### config.mk
export PLATFORM = sky130hd
export DESIGN_NAME = timer_irq_dma_ctl
export DESIGN_NICKNAME = d
export VERILOG_FILES = /design/src/logic/timer_irq_dma_pkg.sv /design/src/logic/dma_channel_ctl.sv /design/src/logic/irq_vector_encode.sv /design/src/logic/timer_irq_dma_ctl.sv
export SDC_FILE = /design/constraint.sdc
export NUM_CORES = 1
export LEC_CHECK = 0
export BUFFER_PORTS_ARGS = -buffer_cell sky130_fd_sc_hd__buf_2
export CORE_UTILIZATION = 45
export DETAILED_ROUTE_END_ITERATION = 8
export HOLD_SLACK_MARGIN = 0.02
export PLACE_DENSITY_LB_ADDON = 0.1
export SLEW_MARGIN = 20
export SYNTH_ARGS = -nofsm -noshare
export SYNTH_HDL_FRONTEND = slang
export SYNTH_SLANG_ARGS = --single-unit
### constraint.sdc
create_clock -name sys_clk_i -period 3.9 [get_ports sys_clk_i]
set_input_delay 0.39 -clock sys_clk_i [delete_from_list [all_inputs] [get_ports sys_clk_i]]
set_output_delay 0.39 -clock sys_clk_i [all_outputs]
set_load 0.03 [all_outputs]
### src/logic/timer_irq_dma_pkg.sv
// Behaviour
// Global enable gates every timer interrupt request
// DMA masks set by software, cleared at block end
// Capture-0 irq mask serves end-of-block when DMA on
// Compare-0 irq mask serves end-of-block when DMA on
// Capture-1, compare-1, wrap masks enable their sources
// Counter pointer high bits, swap toggles lowest one
// Address pointer high bits, swap toggles lowest one
// Pointer bit 1 shows serving channel
// Counter pointer bit 0 selects memory or register file
// Address pointer bit 0 selects segment register
// Register file ignores address pointer except table bit
// Vector bits 7:3 are software base
// Vector bits 2:1 encode requesting group
// Vector bit 0 always reads zero
// Capture end flag set at swap block end, else one
// Compare end flag set at swap block end, else one
// Capture channel source select bit
// Compare channel destination select bit
// Swap enable covers both channels
// Three-bit shared priority level
// Wrap request needs flag, mask and global enable
// Compare-0 overrun on repeat request before flag clear
// Event with DMA mask gives one DMA request
// Compare-0 swap block end toggles both table bits
`default_nettype none
package timer_irq_dma_pkg;
	localparam int unsigned DATA_W = 8;
	localparam int unsigned ADDR_W = 8;
	localparam int unsigned PRIO_W = 3;
	localparam int unsigned BASE_W = 5;
	localparam int unsigned GRP_W = 2;

	localparam logic [ADDR_W-1:0] OFS_COUNTER_PTR = 8'hf0;
	localparam logic [ADDR_W-1:0] OFS_ADDRESS_PTR = 8'hf1;
	localparam logic [ADDR_W-1:0] OFS_VECTOR_BASE = 8'hf2;
	localparam logic [ADDR_W-1:0] OFS_IRQ_DMA_CTRL = 8'hf3;
	localparam logic [ADDR_W-1:0] OFS_IRQ_DMA_MASK = 8'hff;

	localparam int unsigned BIT_GLOBAL_EN = 7;
	localparam int unsigned BIT_CAP0_DMA = 6;
	localparam int unsigned BIT_CAP0_IRQ = 5;
	localparam int unsigned BIT_CAP1_IRQ = 4;
	localparam int unsigned BIT_CMP0_DMA = 3;
	localparam int unsigned BIT_CMP0_IRQ = 2;
	localparam int unsigned BIT_CMP1_IRQ = 1;
	localparam int unsigned BIT_WRAP_IRQ = 0;

	localparam int unsigned BIT_CAP_END = 7;
	localparam int unsigned BIT_CMP_END = 6;
	localparam int unsigned BIT_CAP_SRC = 5;
	localparam int unsigned BIT_CMP_DST = 4;
	localparam int unsigned BIT_SWAP_EN = 3;
	localparam int unsigned PRIO_MSB = 2;
	localparam int unsigned PRIO_LSB = 0;

	localparam int unsigned PTR_HIGH_MSB = 7;
	localparam int unsigned PTR_HIGH_LSB = 2;
	localparam int unsigned PTR_CHAN = 1;
	localparam int unsigned PTR_SEL = 0;
	localparam int unsigned VEC_BASE_MSB = 7;
	localparam int unsigned VEC_BASE_LSB = 3;

	localparam logic [DATA_W-1:0] CTRL_RST = 8'hc7;
	localparam logic [DATA_W-1:0] MASK_RST = 8'h00;
	localparam logic [DATA_W-1:0] PTR_RST = 8'h00;
	localparam logic [BASE_W-1:0] BASE_RST = 5'h00;
	localparam logic [DATA_W-1:0] RDATA_IDLE = 8'h00;

	localparam logic [GRP_W-1:0] GRP_WRAP = 2'b00;
	localparam logic [GRP_W-1:0] GRP_CAPTURE = 2'b10;
	localparam logic [GRP_W-1:0] GRP_COMPARE = 2'b11;
	localparam logic CHAN_CAPTURE = 1'b0;
	localparam logic CHAN_COMPARE = 1'b1;
	localparam logic VEC_BIT0 = 1'b0;

	typedef struct packed {
		logic cap0;
		logic cap1;
		logic cmp0;
		logic cmp1;
		logic wrap;
	} timer_evt_t;

	typedef struct packed {
		logic cap0;
		logic cap1;
		logic cmp0;
		logic cmp1;
		logic wrap;
		logic and_mode;
	} timer_flag_t;

	typedef struct packed {
		logic area_reg;
		logic xfer_seg;
		logic table_sel;
		logic channel;
		logic cap_src_port;
		logic cmp_dst_port;
	} dma_ctl_t;
endpackage : timer_irq_dma_pkg
`default_nettype wire

### src/logic/dma_channel_ctl.sv
`default_nettype none
module dma_channel_ctl (
	input wire logic sys_clk_i,
	input wire logic srst_i,
	input wire logic evt_i,
	input wire logic mask_i,
	input wire logic swap_i,
	input wire logic eob_i,
	input wire logic flag_wr_i,
	input wire logic flag_wdata_i,
	input wire logic pend_clr_i,
	output logic req_o,
	output logic mask_clr_o,
	output logic eob_flag_o,
	output logic eob_pend_o
);
	logic req_r;
	logic req_nxt;
	logic flag_r;
	logic flag_nxt;
	logic pend_r;
	logic pend_nxt;
	logic block_end;

	always_comb begin
		block_end = eob_i & mask_i;
		req_nxt = evt_i & mask_i;
		flag_nxt = flag_r;
		if (flag_wr_i) begin
			flag_nxt = flag_wdata_i;
		end
		if (block_end | ~swap_i) begin
			flag_nxt = 1'b1;
		end
		pend_nxt = pend_r;
		if (pend_clr_i) begin
			pend_nxt = 1'b0;
		end
		if (block_end) begin
			pend_nxt = 1'b1;
		end
	end

	always_ff @(posedge sys_clk_i) begin
		if (srst_i) begin
			req_r <= 1'b0;
			flag_r <= 1'b1;
			pend_r <= 1'b0;
		end else begin
			req_r <= req_nxt;
			flag_r <= flag_nxt;
			pend_r <= pend_nxt;
		end
	end

	assign mask_clr_o = block_end;
	assign req_o = req_r;
	assign eob_flag_o = flag_r;
	assign eob_pend_o = pend_r;
endmodule : dma_channel_ctl
`default_nettype wire

### src/logic/irq_vector_encode.sv
`default_nettype none
module irq_vector_encode
	import timer_irq_dma_pkg::*;
(
	input wire logic sys_clk_i,
	input wire logic srst_i,
	input wire logic global_en_i,
	input wire logic cap_src_i,
	input wire logic cmp_src_i,
	input wire logic wrap_src_i,
	input wire logic [timer_irq_dma_pkg::BASE_W-1:0] base_i,
	output logic irq_o,
	output logic [timer_irq_dma_pkg::GRP_W-1:0] group_o,
	output logic [timer_irq_dma_pkg::DATA_W-1:0] vector_o
);
	logic irq_r;
	logic irq_nxt;
	logic [GRP_W-1:0] grp_r;
	logic [GRP_W-1:0] grp_nxt;
	logic [DATA_W-1:0] vec_r;
	logic [DATA_W-1:0] vec_nxt;

	always_comb begin
		irq_nxt = global_en_i & (cap_src_i | cmp_src_i | wrap_src_i);
		grp_nxt = grp_r;
		if (cap_src_i) begin
			grp_nxt = GRP_CAPTURE;
		end else if (cmp_src_i) begin
			grp_nxt = GRP_COMPARE;
		end else if (wrap_src_i) begin
			grp_nxt = GRP_WRAP;
		end
		vec_nxt = {base_i, grp_nxt, VEC_BIT0};
	end

	always_ff @(posedge sys_clk_i) begin
		if (srst_i) begin
			irq_r <= 1'b0;
			grp_r <= GRP_WRAP;
			vec_r <= RDATA_IDLE;
		end else begin
			irq_r <= irq_nxt;
			grp_r <= grp_nxt;
			vec_r <= vec_nxt;
		end
	end

	assign irq_o = irq_r;
	assign group_o = grp_r;
	assign vector_o = vec_r;
endmodule : irq_vector_encode
`default_nettype wire

### src/logic/timer_irq_dma_ctl.sv
// The strobed register port was left to the implementer.
`default_nettype none
module timer_irq_dma_ctl
	import timer_irq_dma_pkg::*;
(
	input wire logic sys_clk_i,
	input wire logic srst_i,
	input wire logic [timer_irq_dma_pkg::ADDR_W-1:0] reg_addr_i,
	input wire logic [timer_irq_dma_pkg::DATA_W-1:0] reg_wdata_i,
	input wire logic reg_wr_i,
	input wire logic reg_rd_i,
	output logic [timer_irq_dma_pkg::DATA_W-1:0] reg_rdata_o,
	input wire timer_irq_dma_pkg::timer_evt_t evt_i,
	input wire timer_irq_dma_pkg::timer_flag_t flag_i,
	input wire logic overrun_clr_i,
	input wire logic cap_eob_i,
	input wire logic cmp_eob_i,
	output logic cap_dma_req_o,
	output logic cmp_dma_req_o,
	output logic irq_o,
	output logic [timer_irq_dma_pkg::DATA_W-1:0] irq_vector_o,
	output logic [timer_irq_dma_pkg::PRIO_W-1:0] priority_o,
	output logic cmp0_overrun_o,
	output timer_irq_dma_pkg::dma_ctl_t dma_ctl_o
);
	import timer_irq_dma_pkg::*;

	// Software visible state
	logic [DATA_W-1:0] mask_r;
	logic [DATA_W-1:0] mask_nxt;
	logic [DATA_W-1:0] ctrl_r;
	logic [DATA_W-1:0] ctrl_nxt;
	logic [DATA_W-1:0] cnt_ptr_r;
	logic [DATA_W-1:0] cnt_ptr_nxt;
	logic [DATA_W-1:0] adr_ptr_r;
	logic [DATA_W-1:0] adr_ptr_nxt;
	logic [BASE_W-1:0] base_r;
	logic [BASE_W-1:0] base_nxt;
	logic chan_r;
	logic chan_nxt;
	logic overrun_r;
	logic overrun_nxt;
	logic [DATA_W-1:0] rdata_r;
	logic [DATA_W-1:0] rdata_nxt;
	dma_ctl_t dma_ctl_r;
	dma_ctl_t dma_ctl_nxt;

	// Decode
	logic wr_cnt_ptr;
	logic wr_adr_ptr;
	logic wr_vector;
	logic wr_ctrl;
	logic wr_mask;
	logic rd_ctrl;

	// Channel links
	logic cap_mask_clr;
	logic cmp_mask_clr;
	logic cap_end_flag;
	logic cmp_end_flag;
	logic cap_pend;
	logic cmp_pend;
	logic cap_req;
	logic cmp_req;
	logic swap_en;
	logic table_toggle;

	// Interrupt sources
	logic cap0_src;
	logic cap1_src;
	logic cap_grp_src;
	logic cmp0_src;
	logic cmp1_src;
	logic cmp_grp_src;
	logic wrap_src;
	logic irq_w;
	logic [GRP_W-1:0] group_w;
	logic [DATA_W-1:0] vector_w;

	// Mask register fields
	logic global_timer_irq_enable;
	logic capture_zero_dma_mask;
	logic capture_zero_irq_mask;
	logic capture_one_irq_mask;
	logic compare_zero_dma_mask;
	logic compare_zero_irq_mask;
	logic compare_one_irq_mask;
	logic wrap_irq_mask;

	// Control and pointer fields
	logic capture_channel_source_sel;
	logic compare_channel_dest_sel;
	logic [PRIO_W-1:0] priority_level;
	logic [PTR_HIGH_MSB-PTR_HIGH_LSB:0] counter_pointer_high;
	logic [PTR_HIGH_MSB-PTR_HIGH_LSB:0] address_pointer_high;
	logic area_select;
	logic segment_extension_select;

	// Write decode, unmapped offsets are ignored
	always_comb begin
		wr_cnt_ptr = 1'b0;
		wr_adr_ptr = 1'b0;
		wr_vector = 1'b0;
		wr_ctrl = 1'b0;
		wr_mask = 1'b0;
		if (reg_wr_i) begin
			case (reg_addr_i)
				OFS_COUNTER_PTR: begin
					wr_cnt_ptr = 1'b1;
				end
				OFS_ADDRESS_PTR: begin
					wr_adr_ptr = 1'b1;
				end
				OFS_VECTOR_BASE: begin
					wr_vector = 1'b1;
				end
				OFS_IRQ_DMA_CTRL: begin
					wr_ctrl = 1'b1;
				end
				OFS_IRQ_DMA_MASK: begin
					wr_mask = 1'b1;
				end
				default: begin
					wr_mask = 1'b0;
				end
			endcase
		end
	end

	assign rd_ctrl = reg_rd_i & (reg_addr_i == OFS_IRQ_DMA_CTRL);
	assign swap_en = ctrl_r[BIT_SWAP_EN];

	assign global_timer_irq_enable = mask_r[BIT_GLOBAL_EN];
	assign capture_zero_dma_mask = mask_r[BIT_CAP0_DMA];
	assign capture_zero_irq_mask = mask_r[BIT_CAP0_IRQ];
	assign capture_one_irq_mask = mask_r[BIT_CAP1_IRQ];
	assign compare_zero_dma_mask = mask_r[BIT_CMP0_DMA];
	assign compare_zero_irq_mask = mask_r[BIT_CMP0_IRQ];
	assign compare_one_irq_mask = mask_r[BIT_CMP1_IRQ];
	assign wrap_irq_mask = mask_r[BIT_WRAP_IRQ];
	assign capture_channel_source_sel = ctrl_r[BIT_CAP_SRC];
	assign compare_channel_dest_sel = ctrl_r[BIT_CMP_DST];
	assign priority_level = ctrl_r[PRIO_MSB:PRIO_LSB];
	assign counter_pointer_high = cnt_ptr_r[PTR_HIGH_MSB:PTR_HIGH_LSB];
	assign address_pointer_high = adr_ptr_r[PTR_HIGH_MSB:PTR_HIGH_LSB];
	assign area_select = cnt_ptr_r[PTR_SEL];
	assign segment_extension_select = adr_ptr_r[PTR_SEL];

	// Capture 0 channel
	dma_channel_ctl u_cap_channel (
		.sys_clk_i(sys_clk_i),
		.srst_i(srst_i),
		.evt_i(evt_i.cap0),
		.mask_i(capture_zero_dma_mask),
		.swap_i(swap_en),
		.eob_i(cap_eob_i),
		.flag_wr_i(wr_ctrl),
		.flag_wdata_i(reg_wdata_i[BIT_CAP_END]),
		.pend_clr_i(rd_ctrl),
		.req_o(cap_req),
		.mask_clr_o(cap_mask_clr),
		.eob_flag_o(cap_end_flag),
		.eob_pend_o(cap_pend)
	);

	// Compare 0 channel
	dma_channel_ctl u_cmp_channel (
		.sys_clk_i(sys_clk_i),
		.srst_i(srst_i),
		.evt_i(evt_i.cmp0),
		.mask_i(compare_zero_dma_mask),
		.swap_i(swap_en),
		.eob_i(cmp_eob_i),
		.flag_wr_i(wr_ctrl),
		.flag_wdata_i(reg_wdata_i[BIT_CMP_END]),
		.pend_clr_i(rd_ctrl),
		.req_o(cmp_req),
		.mask_clr_o(cmp_mask_clr),
		.eob_flag_o(cmp_end_flag),
		.eob_pend_o(cmp_pend)
	);

	assign table_toggle = cmp_mask_clr & swap_en;

	// Source qualification
	always_comb begin
		if (capture_zero_dma_mask) begin
			cap0_src = capture_zero_irq_mask & cap_pend;
		end else begin
			cap0_src = capture_zero_irq_mask & (flag_i.cap0 | cap_pend);
		end
		cap1_src = capture_one_irq_mask & flag_i.cap1;
		if (flag_i.and_mode) begin
			cap_grp_src = cap0_src & cap1_src;
		end else begin
			cap_grp_src = cap0_src | cap1_src;
		end
		if (compare_zero_dma_mask) begin
			cmp0_src = compare_zero_irq_mask & cmp_pend;
		end else begin
			cmp0_src = compare_zero_irq_mask & (flag_i.cmp0 | cmp_pend);
		end
		cmp1_src = compare_one_irq_mask & flag_i.cmp1;
		cmp_grp_src = cmp0_src | cmp1_src;
		wrap_src = wrap_irq_mask & flag_i.wrap;
	end

	irq_vector_encode u_vector (
		.sys_clk_i(sys_clk_i),
		.srst_i(srst_i),
		.global_en_i(global_timer_irq_enable),
		.cap_src_i(cap_grp_src),
		.cmp_src_i(cmp_grp_src),
		.wrap_src_i(wrap_src),
		.base_i(base_r),
		.irq_o(irq_w),
		.group_o(group_w),
		.vector_o(vector_w)
	);

	// Register next values
	always_comb begin
		mask_nxt = mask_r;
		if (cap_mask_clr) begin
			mask_nxt[BIT_CAP0_DMA] = 1'b0;
		end
		if (cmp_mask_clr) begin
			mask_nxt[BIT_CMP0_DMA] = 1'b0;
		end
		if (wr_mask) begin
			mask_nxt = reg_wdata_i;
		end

		ctrl_nxt = ctrl_r;
		if (wr_ctrl) begin
			ctrl_nxt[BIT_CMP_DST:PRIO_LSB] = reg_wdata_i[BIT_CMP_DST:PRIO_LSB];
			ctrl_nxt[BIT_CAP_SRC] = reg_wdata_i[BIT_CAP_SRC];
		end

		cnt_ptr_nxt = cnt_ptr_r;
		adr_ptr_nxt = adr_ptr_r;
		if (wr_cnt_ptr) begin
			cnt_ptr_nxt = reg_wdata_i;
		end
		if (wr_adr_ptr) begin
			adr_ptr_nxt = reg_wdata_i;
		end
		if (table_toggle) begin
			cnt_ptr_nxt[PTR_HIGH_LSB] = ~cnt_ptr_nxt[PTR_HIGH_LSB];
			adr_ptr_nxt[PTR_HIGH_LSB] = ~adr_ptr_nxt[PTR_HIGH_LSB];
		end
		cnt_ptr_nxt[PTR_CHAN] = 1'b0;
		adr_ptr_nxt[PTR_CHAN] = 1'b0;

		base_nxt = base_r;
		if (wr_vector) begin
			base_nxt = reg_wdata_i[VEC_BASE_MSB:VEC_BASE_LSB];
		end

		chan_nxt = chan_r;
		if (evt_i.cmp0 & compare_zero_dma_mask) begin
			chan_nxt = CHAN_COMPARE;
		end else if (evt_i.cap0 & capture_zero_dma_mask) begin
			chan_nxt = CHAN_CAPTURE;
		end

		overrun_nxt = overrun_r;
		if (overrun_clr_i) begin
			overrun_nxt = 1'b0;
		end
		if (evt_i.cmp0 & flag_i.cmp0) begin
			overrun_nxt = 1'b1;
		end
	end

	// Read data and derived DMA controls
	always_comb begin
		rdata_nxt = RDATA_IDLE;
		if (reg_rd_i) begin
			case (reg_addr_i)
				OFS_COUNTER_PTR: begin
					rdata_nxt = {counter_pointer_high, chan_r, area_select};
				end
				OFS_ADDRESS_PTR: begin
					rdata_nxt = {address_pointer_high, chan_r, segment_extension_select};
				end
				OFS_VECTOR_BASE: begin
					rdata_nxt = {base_r, group_w, VEC_BIT0};
				end
				OFS_IRQ_DMA_CTRL: begin
					rdata_nxt = ctrl_r;
					rdata_nxt[BIT_CAP_END] = cap_end_flag;
					rdata_nxt[BIT_CMP_END] = cmp_end_flag;
				end
				OFS_IRQ_DMA_MASK: begin
					rdata_nxt = mask_r;
				end
				default: begin
					rdata_nxt = RDATA_IDLE;
				end
			endcase
		end

		dma_ctl_nxt.area_reg = area_select;
		dma_ctl_nxt.xfer_seg = ~area_select & segment_extension_select;
		dma_ctl_nxt.table_sel = address_pointer_high[0];
		dma_ctl_nxt.channel = chan_r;
		dma_ctl_nxt.cap_src_port = capture_channel_source_sel;
		dma_ctl_nxt.cmp_dst_port = compare_channel_dest_sel;
	end

	always_ff @(posedge sys_clk_i) begin
		if (srst_i) begin
			mask_r <= MASK_RST;
			ctrl_r <= CTRL_RST;
			cnt_ptr_r <= PTR_RST;
			adr_ptr_r <= PTR_RST;
			base_r <= BASE_RST;
			chan_r <= CHAN_CAPTURE;
			overrun_r <= 1'b0;
			rdata_r <= RDATA_IDLE;
			dma_ctl_r <= '0;
		end else begin
			mask_r <= mask_nxt;
			ctrl_r <= ctrl_nxt;
			cnt_ptr_r <= cnt_ptr_nxt;
			adr_ptr_r <= adr_ptr_nxt;
			base_r <= base_nxt;
			chan_r <= chan_nxt;
			overrun_r <= overrun_nxt;
			rdata_r <= rdata_nxt;
			dma_ctl_r <= dma_ctl_nxt;
		end
	end

	assign reg_rdata_o = rdata_r;
	assign cap_dma_req_o = cap_req;
	assign cmp_dma_req_o = cmp_req;
	assign irq_o = irq_w;
	assign irq_vector_o = vector_w;
	assign priority_o = priority_level;
	assign cmp0_overrun_o = overrun_r;
	assign dma_ctl_o = dma_ctl_r;
endmodule : timer_irq_dma_ctl
`default_nettype wire

==> impl_metrics.yaml, run 1 <==
yosys:
  synth_top_family_by_area: "simple AND/OR/NAND/NOR gates"
  synthCells: 258
  synth_area_leaders: "dfxtp_1 (50%), mux2i_1 (9.5%), mux4_2 (5.3%)"
  synthAdderAreaFrac: 0.00395
  muxShareOfSynthArea: 0.148
  syn_nets: 292
  synthDistinctLibCells: 37
  synth_compound_area_frac: 0.0947
  syn_area_mm2: 0.00254
  yosysTopAreaCellShare: 0.497
  avgSynthCellArea_um2: 9.83
  yosys_register_bits: 63
  synthSimpleGateAreaFrac: 0.212
  synth_top_area_cell: "dfxtp_1"
  yosysSeqAreaShare: 0.497
  synth_xor_area_frac: 0
  ys.warnings.count: 0
global_routing:
  gr-usage-met2: 0.327
  grt_util_met3: 0.0643
  grt_busiest_layer: "met2"
  grt_max_degree: 55
  grt_pass1_wl_mm: 9.64
  grt_pass1_vias: 1910
  grt_overflow: 0
  antenna_found_initial: 0
  grt_use_total: 0.218
  met1_usage: 0.285
route:
  drt-vias-per-instance: 5.22
  first_pass_iters: 4
  route.detailed.drc: 0
  first_iter_violations: 113
  wirelength_mm: 5.83
  wl_per_cell_um: 15.2
  via_count: 2003
  ant_nets: 0
sta:
  fin_skew_ns: 0.00722
  setup_viol: 0
  finalMaxSlewViolations: 0
  rsz0062_at_grt: "false"
  fin_crit_sh: 0.513
  tns_ns: 0
  hold_viol_final: 0
  period_needed_ns: 2.00
  fmax_ghz: 0.500
  slew-limit-headroom: 0.322
  worst_pin_slew_ns: 1.01
critical_path:
  reg2reg_from: "mask_r[6]"
  r2r-end: "u_vector.vector_o[1]"
  worstSetupStartpoint: "reg_wr_i"
  cp_cell_sequence: "buf_2 > nor3b_4 > nor3b_2 > nor2b_1 > a211o_1"
  path_buf_inv: 1
  max_stage_delay_ns: 0.88
  path_depth: 5
  worst_setup_path_start_kind: "input pin"
  crit_arrival_ns: 2.22
  cp.required_ns: 4.12
  crit_path_end_kind: "flip-flop"
  crit_family: "simple AND/OR/NAND/NOR gates"
  crit_slowest_cell: "nor3b_2"
  path_class: "input pin to flip-flop"
  rrSetupSlack_ns: 2.56
  reg2regPathDepth: 4
  crit_fanout: 11
layout:
  area_growth_pct: 19.5
  drive_gt1_frac: 0.261
  final_area_mm2: 0.00303
  num_antenna_cells: 0
  final_cell_mix: "dfxtp_1 (63), buf_2 (58), nor2_1 (33)"
  fin_nets: 343
  fin_cells: 384
  utilization: 0.575
  final_common_cell: "dfxtp_1"
clocking:
  htreeDepth: 3
  postCtsSetupBuffers: 0
  cts_tree: "done"
  cts_max_path_buffers: 2
  path_clk_slew_ns: 0.06
  clock_latency_ns: 0.34
  clock-sinks: 63
  cts_root_buf: "clkbuf_8"
  cts_hold_buffers: 0
  cts_resized: 0
  numCtsBuffers: 9
place:
  io_buffers: 58
  dpl_cell_area_mm2: 0.00282
  place_hpwl_mm: 4.00
  placed_cells: 368
  gp_congestion: 0.819
worst_hold_path:
  min-delay-start: "reg_wdata_i[1]"
  hold_depth: 2
  worstHoldPathType: "input pin to flip-flop"
  hold_path_end: "ctrl_r[1]"
die:
  rows: 26
  die_w_um: 77.1
  coreArea_mm2: 0.00527
  die_y_um: 77.1
  io_pins: 63
  start_util: 0.481
  dieArea_mm2: 0.00594
power:
  leakage_nw: 1.33
  clock_power_share: 0.454
  pwr-share-comb: 0.048
  swShare: 0.218
  power_density_mw_per_mm2: 427
  internal-power_w: 0.00101
  p_sw_w: 0.000283
  pwr-share-seq: 0.498
  power.ir.vdd_worst_mv: 0.225
job:
  maxCapViolations: 0
status:
  status: "complete, no violations"
==> routing by layer <==
layer  share of wire  wire length [um]
met4           0.022               127
met2            0.45              2630
met5               0                 0
met3           0.064               375
met1            0.46              2700
==> state kept, by name, summed over array words and instances, names as in the netlist, 5 cells and up <==
register	flops
cnt_ptr_r	7
base_r	5
dma_ctl_o	6
u_vector.vector_o	7
reg_rdata_o	8
mask_r	8
adr_ptr_r	7
ctrl_r	6
==> cell usage after synthesis, drive strengths merged <==
master and number:
and3b 1, a211o 3, nor2b 16, a311oi 1, or4 1, dfxtp 63
a221oi 1, and3 2, clkbuf 9, nand2b 2, a21o 1, maj3 1
nor3b 5, o32a 1, nor3 4, o21ai 6, a21oi 14, nor2 33
nand3 14, nand4 1, a31oi 3, o21a 1, and4 3, mux4 6
a22oi 7, buf 9, mux2i 24, nand4b 1, inv 4, nand3b 2
conb 1, nand2 18
==> worst max path at each step <==
stage                           end  slack (ns)
final                     ctrl_r[1]        1.90
after global placement    ctrl_r[1]        1.59
after global routing      ctrl_r[1]        1.77
after floorplan           ctrl_r[1]        2.27
after detailed placement  ctrl_r[1]        1.58
after CTS                 ctrl_r[1]        1.94
==> worst register-to-register path: stages (launching register included) <==
cell and delay [ns]:
dfxtp_1 0.44, nor2b_1 0.07, o21ai_0 0.31, o21ai_0 0.13, a221oi_1 0.29
==> cell type report <==
| type | count | area, um^2 |
|---|---|---|
| Fill cell | 492 | 2240 |
| Clock inverter | 3 | 40.0 |
| Clock buffer | 13 | 169 |
| Tap cell | 70 | 87.6 |
| Multi-Input combinational cell | 173 | 1170 |
| Sequential cell | 63 | 1260 |
| Timing Repair Buffer | 58 | 290 |
| Inverter | 4 | 15.0 |
==> per-stage QoR <==
step | hold slack [ns] | setup slack (ns) | power (W)
finish | 0.289 | 1.90 | 0.00129
global route | 0.291 | 1.77 | 0.00135
CTS | 0.279 | 1.94 | 0.00130
detailed placement | 0.453 | 1.58 | 0.000722
global placement | 0.445 | 1.59 | 0.000721
floorplan | 0.422 | 2.27 | 0.000693
==> power groups by stage <==
stage / clock, W / combinational, W / sequential [W]
after global placement: 0 / 0.0000616 / 0.000659
after CTS: 0.000597 / 0.0000620 / 0.000645
after detailed placement: 0 / 0.0000620 / 0.000660
final: 0.000587 / 0.0000623 / 0.000645
after floorplan: 0 / 0.0000322 / 0.000661
after global routing: 0.000637 / 0.0000674 / 0.000645
==> cells by family after synthesis <==
group,Yosys count
other cells,1
simple gates,103
flops,63
mux,30
buf+inv,22
compound gates,38
fa+ha+maj,1
(Power assumes the default switching activity.)
==> inputs of run 2 (changes only) <==
- ABC_AREA: default -> 1
- clock period: 3.9 -> 1.7 ns (I/O delays scaled with it)
==> run 2 against run 1 <==
  * Total power up 150%
  * Clock skew grew 0.0022 ns
  * Combinational power up 140%
  * Synthesized cell count increased by 36%
  * First-iteration DRC count grew 26%
  * Sequential power rose by 130%
  * Via count increased by 18%
  * Area after synthesis is 4.4% higher
  * Register-to-register slack got worse by 2.1 ns
  * Wire length rose by 7.9%
  * Highest routed layer unchanged
==> impl_metrics.yaml, run 2 <==
status:
  status: "complete, no violations"
clocking:
  cts_root_buf: "clkbuf_8"
  clock-sinks: 63
  cts_hold_buffers: 0
  postCtsSetupBuffers: 0
  numCtsBuffers: 9
  htreeDepth: 3
  clock_latency_ns: 0.33
  path_clk_slew_ns: 0.07
  cts_tree: "done"
  cts_max_path_buffers: 2
  cts_resized: 0
critical_path:
  worst_path_most_repeated_cell: "inv_1"
  max_stage_delay_ns: 0.43
  cp_cell_sequence: "inv_1 > a21o_1 > a21oi_1 > nand3_1 > nand2_1 > inv_1"
  reg2reg_from: "mask_r[6]"
  crit_slowest_cell: "dfxtp_1"
  cp.required_ns: 1.93
  rrSetupSlack_ns: 0.48
  crit_fanout: 4
  r2r-end: "u_vector.vector_o[2]"
  reg2regPathDepth: 6
  crit_arrival_ns: 1.45
  path_class: "flip-flop to flip-flop"
  worst_setup_path_start_kind: "flip-flop"
  crit_path_end_kind: "flip-flop"
route:
  wl_per_cell_um: 12.9
  first_iter_violations: 142
  wirelength_mm: 6.29
  first_pass_iters: 4
  route.detailed.drc: 0
  via_count: 2363
  drt-vias-per-instance: 4.85
  ant_nets: 0
layout:
  final_area_mm2: 0.00322
  final_cell_mix: "nand2_1 (73), dfxtp_1 (63), buf_2 (58)"
  final_common_cell: "nand2_1"
  utilization: 0.578
  fin_nets: 444
  area_growth_pct: 21.6
  drive_gt1_frac: 0.231
  num_antenna_cells: 0
worst_hold_path:
  min-delay-start: "reg_wdata_i[1]"
  worstHoldPathType: "input pin to flip-flop"
  hold_depth: 3
  hold_path_end: "ctrl_r[1]"
yosys:
  yosys_register_bits: 63
  synthFlopType: "dfxtp_1"
  yosysTopAreaCellShare: 0.476
  synth_common_cells: "nand2_1 (73), dfxtp_1 (63), a21oi_1 (43), nand3_1 (43), inv_1 (38)"
  avgSynthCellArea_um2: 7.54
  ys.warnings.count: 0
  async_reset_ff_frac: 0
  syn_nets: 385
  synthCells: 351
  synth_edf_count: 0
  synthDistinctLibCells: 26
  synth_top_area_cell: "dfxtp_1"
  syn_area_mm2: 0.00265
  yosysSeqAreaShare: 0.476
  synth_area_leaders: "dfxtp_1 (48%), nand2_1 (10%), a21oi_1 (8.1%)"
  synth_most_common_cell: "nand2_1"
sta:
  rsz0062_at_grt: "false"
  period_needed_ns: 1.22
  finalMaxSlewViolations: 0
  hold_viol_final: 0
  setup_viol: 0
  fin_skew_ns: 0.00939
  fmax_ghz: 0.817
  fin_crit_sh: 0.720
  tns_ns: 0
  hold_ws_ns: 0.0507
die:
  rows: 27
  die_w_um: 78.7
  coreArea_mm2: 0.00557
  die_y_um: 78.7
  dieArea_mm2: 0.00619
  start_util: 0.475
  io_pins: 63
power:
  clock_power_share: 0.491
  power_density_mw_per_mm2: 994
  power.ir.vdd_worst_mv: 0.599
  p_sw_w: 0.000694
  pwr-share-comb: 0.047
  leakage_nw: 1.41
  internal-power_w: 0.00251
  pwr-share-seq: 0.462
  p_total_w: 0.00320
  swShare: 0.217
job:
  maxCapViolations: 0
global_routing:
  grt_pass1_wl_mm: 10.7
  grt_use_total: 0.230
  grt_max_degree: 29
  grt_overflow: 0
  antenna_found_initial: 0
  grt_pass1_vias: 2233
place:
  dpl_cell_area_mm2: 0.00297
  io_buffers: 58
  gp_congestion: 0.960
  place_hpwl_mm: 4.73
run 2: cell count changes in the layout (fill, tap and decap cells not counted), moves of 16 or more:
cell,previous run,this run
a21oi_1,14,43
inv_1,4,38
mux2i_1,24,0
nand2_1,18,73
nand3_1,14,43
nor2b_1,16,0
run 2: cell type report:
cell class | count | area, um^2
multi-input combinational | 232 | 1130
timing repair buffer | 66 | 350
clock inverter | 7 | 121
clock buffer | 9 | 124
fill | 572 | 2350
tap | 72 | 90.1
inverter | 38 | 143
sequential | 63 | 1260
run 2: worst max path at each step:
stage	from	endpoint	slack [ns]
finish	mask_r[6]	u_vector.vector_o[2]	0.48
global route	mask_r[6]	u_vector.vector_o[2]	0.30
CTS	mask_r[6]	u_vector.vector_o[2]	0.46
detailed placement	reg_addr_i[5]	reg_rdata_o[4]	0.27
global placement	reg_addr_i[5]	reg_rdata_o[6]	0.31
floorplan	reg_addr_i[5]	u_cap_channel.eob_flag_o	0.59
run 2: kinds of logic after synthesis:
kind of cell	synth area share
AO/OA/AOI/OAI	0.135
AND/OR/NAND/NOR	0.290
other	0.00142
buffers and inverters	0.0969
flip-flops	0.476
run 2: routing by layer:
layer | GRT usage | wire length, um
met1 | 0.306 | 3080
met2 | 0.357 | 2800
met3 | 0.0494 | 294
met4 | 0.104 | 106
met5 | 0 | 0
run 2: worst max-delay path, delay by kind of cell, from the launching register on:
family          cells  cell delay [ns]
buf+inv             2             0.12
simple gates        2             0.17
flops               1             0.43
compound gates      2             0.40
run 2: power groups by stage:
stage          clock network, W  logic [W]  registers, W
2_1_floorplan                 0  0.0000773       0.00152
3_3_place_gp                  0   0.000152       0.00151
3_5_place_dp                  0   0.000152       0.00151
4_1_cts                 0.00159   0.000153       0.00148
5_1_grt                 0.00167   0.000168       0.00148
6_report                0.00157   0.000150       0.00148
run 2: through the flow:
step,setup WS (ns),instances
final,0.477,487
after global routing,0.296,487
after CTS,0.465,487
after detailed placement,0.273,471
after global placement,0.308,471
after floorplan,0.590,351
==> inputs of run 3 (changes only) <==
- ABC_AREA: 1 -> 0
- clock period: 1.7 -> 1.2 ns (I/O delays scaled with it)
==> run 3 against run 2 <==
  * Final area is 2.9% higher
  * Critical path type unchanged
  * Wire length is 3.3% lower
  * Largest cell class unchanged
  * Global-route usage is 0.74 points lower
  * Non-clock buffer count is 23 higher
  * Via count is 9.2% lower
  * Critical endpoint is now reg_rdata_o[6]
==> impl_metrics.yaml, run 3 (synthesized netlist as in run 1, its figures left out) <==
status:
  status: "complete, no violations"
route:
  via_count: 2145
  drt-vias-per-instance: 5.17
  wirelength_mm: 6.08
  wl_per_cell_um: 14.7
  first_iter_violations: 152
  route.detailed.drc: 0
  first_pass_iters: 4
  ant_nets: 0
layout:
  nFillCells: 485
  area_growth_pct: 30.6
  final_common_cell: "dfxtp_1"
  num_antenna_cells: 0
  fin_nets: 374
  final_cell_mix: "dfxtp_1 (63), buf_2 (58), nor2_1 (33)"
  drive_gt1_frac: 0.336
  final_area_mm2: 0.00331
  utilization: 0.629
critical_path:
  cp.required_ns: 1.40
  crit_slowest_cell: "mux4_2"
  cp_cell_sequence: "mux4_2 > a22oi_2 > nor2_1"
  max_stage_delay_ns: 0.46
  crit_path_end_kind: "flip-flop"
  path_class: "flip-flop to flip-flop"
  crit_arrival_ns: 1.36
  rrSetupSlack_ns: 0.04
  crit_fanout: 3
  worst_setup_path_start_kind: "flip-flop"
place:
  place_hpwl_mm: 4.46
  io_buffers: 58
  gp_congestion: 0.874
  dpl_cell_area_mm2: 0.00307
  dp_slack_ns: -0.168
global_routing:
  grt_max_degree: 42
  grt_overflow: 0
  antenna_found_initial: 0
  grt_use_total: 0.223
  grt_pass1_wl_mm: 10.1
  grt_pass1_vias: 2128
power:
  internal-power_w: 0.00337
  power_density_mw_per_mm2: 1290
  p_sw_w: 0.000916
  clock_power_share: 0.452
  p_total_w: 0.00429
  leakage_nw: 1.49
  power.ir.vdd_worst_mv: 0.976
  pwr-share-seq: 0.489
  pwr-share-comb: 0.059
  swShare: 0.214
die:
  die_w_um: 77.1
  die_y_um: 77.1
  rows: 26
  dieArea_mm2: 0.00594
  start_util: 0.481
  coreArea_mm2: 0.00527
  io_pins: 63
sta:
  setup_viol: 0
  finalMaxSlewViolations: 0
  fin_crit_sh: 0.965
  fin_skew_ns: 0.00607
  period_needed_ns: 1.16
  rsz0062_at_grt: "false"
  hold_viol_final: 0
  worst_slack_ns: 0.0419
  fmax_ghz: 0.864
clocking:
  numCtsBuffers: 9
  cts_root_buf: "clkbuf_8"
  clock_latency_ns: 0.34
  path_clk_slew_ns: 0.06
  cts_max_path_buffers: 2
  cts_tree: "done"
  postCtsSetupBuffers: 0
  clock-sinks: 63
  htreeDepth: 3
worst_hold_path:
  worstHoldPathType: "input pin to flip-flop"
job:
  maxCapViolations: 0
run 3: per-stage QoR:
step,TNS (ns),hold WS (ns),std cells
2_1_floorplan,-0.680,0.238,258
6_report,0,0.0281,415
3_5_place_dp,-3.22,0.368,398
3_3_place_gp,-2.69,0.362,398
5_1_grt,0,0.0448,415
4_1_cts,0,0.0246,415
run 3: cell type report:
cell class | count | area, um^2 | area share
well taps | 70 | 87.6 | 0.0264
flip-flops and latches | 63 | 1260 | 0.381
inverters | 4 | 15.0 | 0.00453
clock buffers | 12 | 135 | 0.0408
clock inverters | 4 | 70.1 | 0.0211
repair buffers | 89 | 551 | 0.166
multi-input cells | 173 | 1190 | 0.360
run 3: path summary, 6_finish.rpt:
check / from / endpoint / cells past startpoint
setup / recovery: base_r[3] / reg_rdata_o[6] / 3
hold / removal: evt_i[4] / u_cap_channel.req_o / 3
setup reg to reg: base_r[3] / reg_rdata_o[6] / 3
hold reg to reg: adr_ptr_r[2] / dma_ctl_o[3] / 2
run 3: critical path, delay by kind of cell, from the launching register on:
family             cells  cell delay (ns)
AOI/OAI and AO/OA      1             0.16
and+or+nand+nor        1             0.08
muxes                  1             0.46
DFF                    1             0.32
run 3: routing by layer:
metal / GRT usage / wire length, um / up-vias
li1: - / - / 1064
met1: 0.292 / 2870 / 1014
met2: 0.351 / 2800 / 57
met3: 0.0440 / 302 / 10
met4: 0.106 / 106 / 0
met5: 0 / 0 / -
run 3: timing repair:
action                                 4_1_cts  5_1_grt
pin swaps                                    1        2
resized for setup                            3        4
hold buffers                                 1        0
endpoints found under the hold margin        1        0
setup endpoints to repair                    1        6
run 3: power by group through the flow:
stage / sequential [W] / combinational (W) / clock [W]
after floorplan: 0.00215 / 0.000107 / 0
final: 0.00210 / 0.000253 / 0.00194
after global placement: 0.00214 / 0.000249 / 0
after detailed placement: 0.00214 / 0.000248 / 0
after CTS: 0.00210 / 0.000252 / 0.00197
after global routing: 0.00209 / 0.000276 / 0.00206
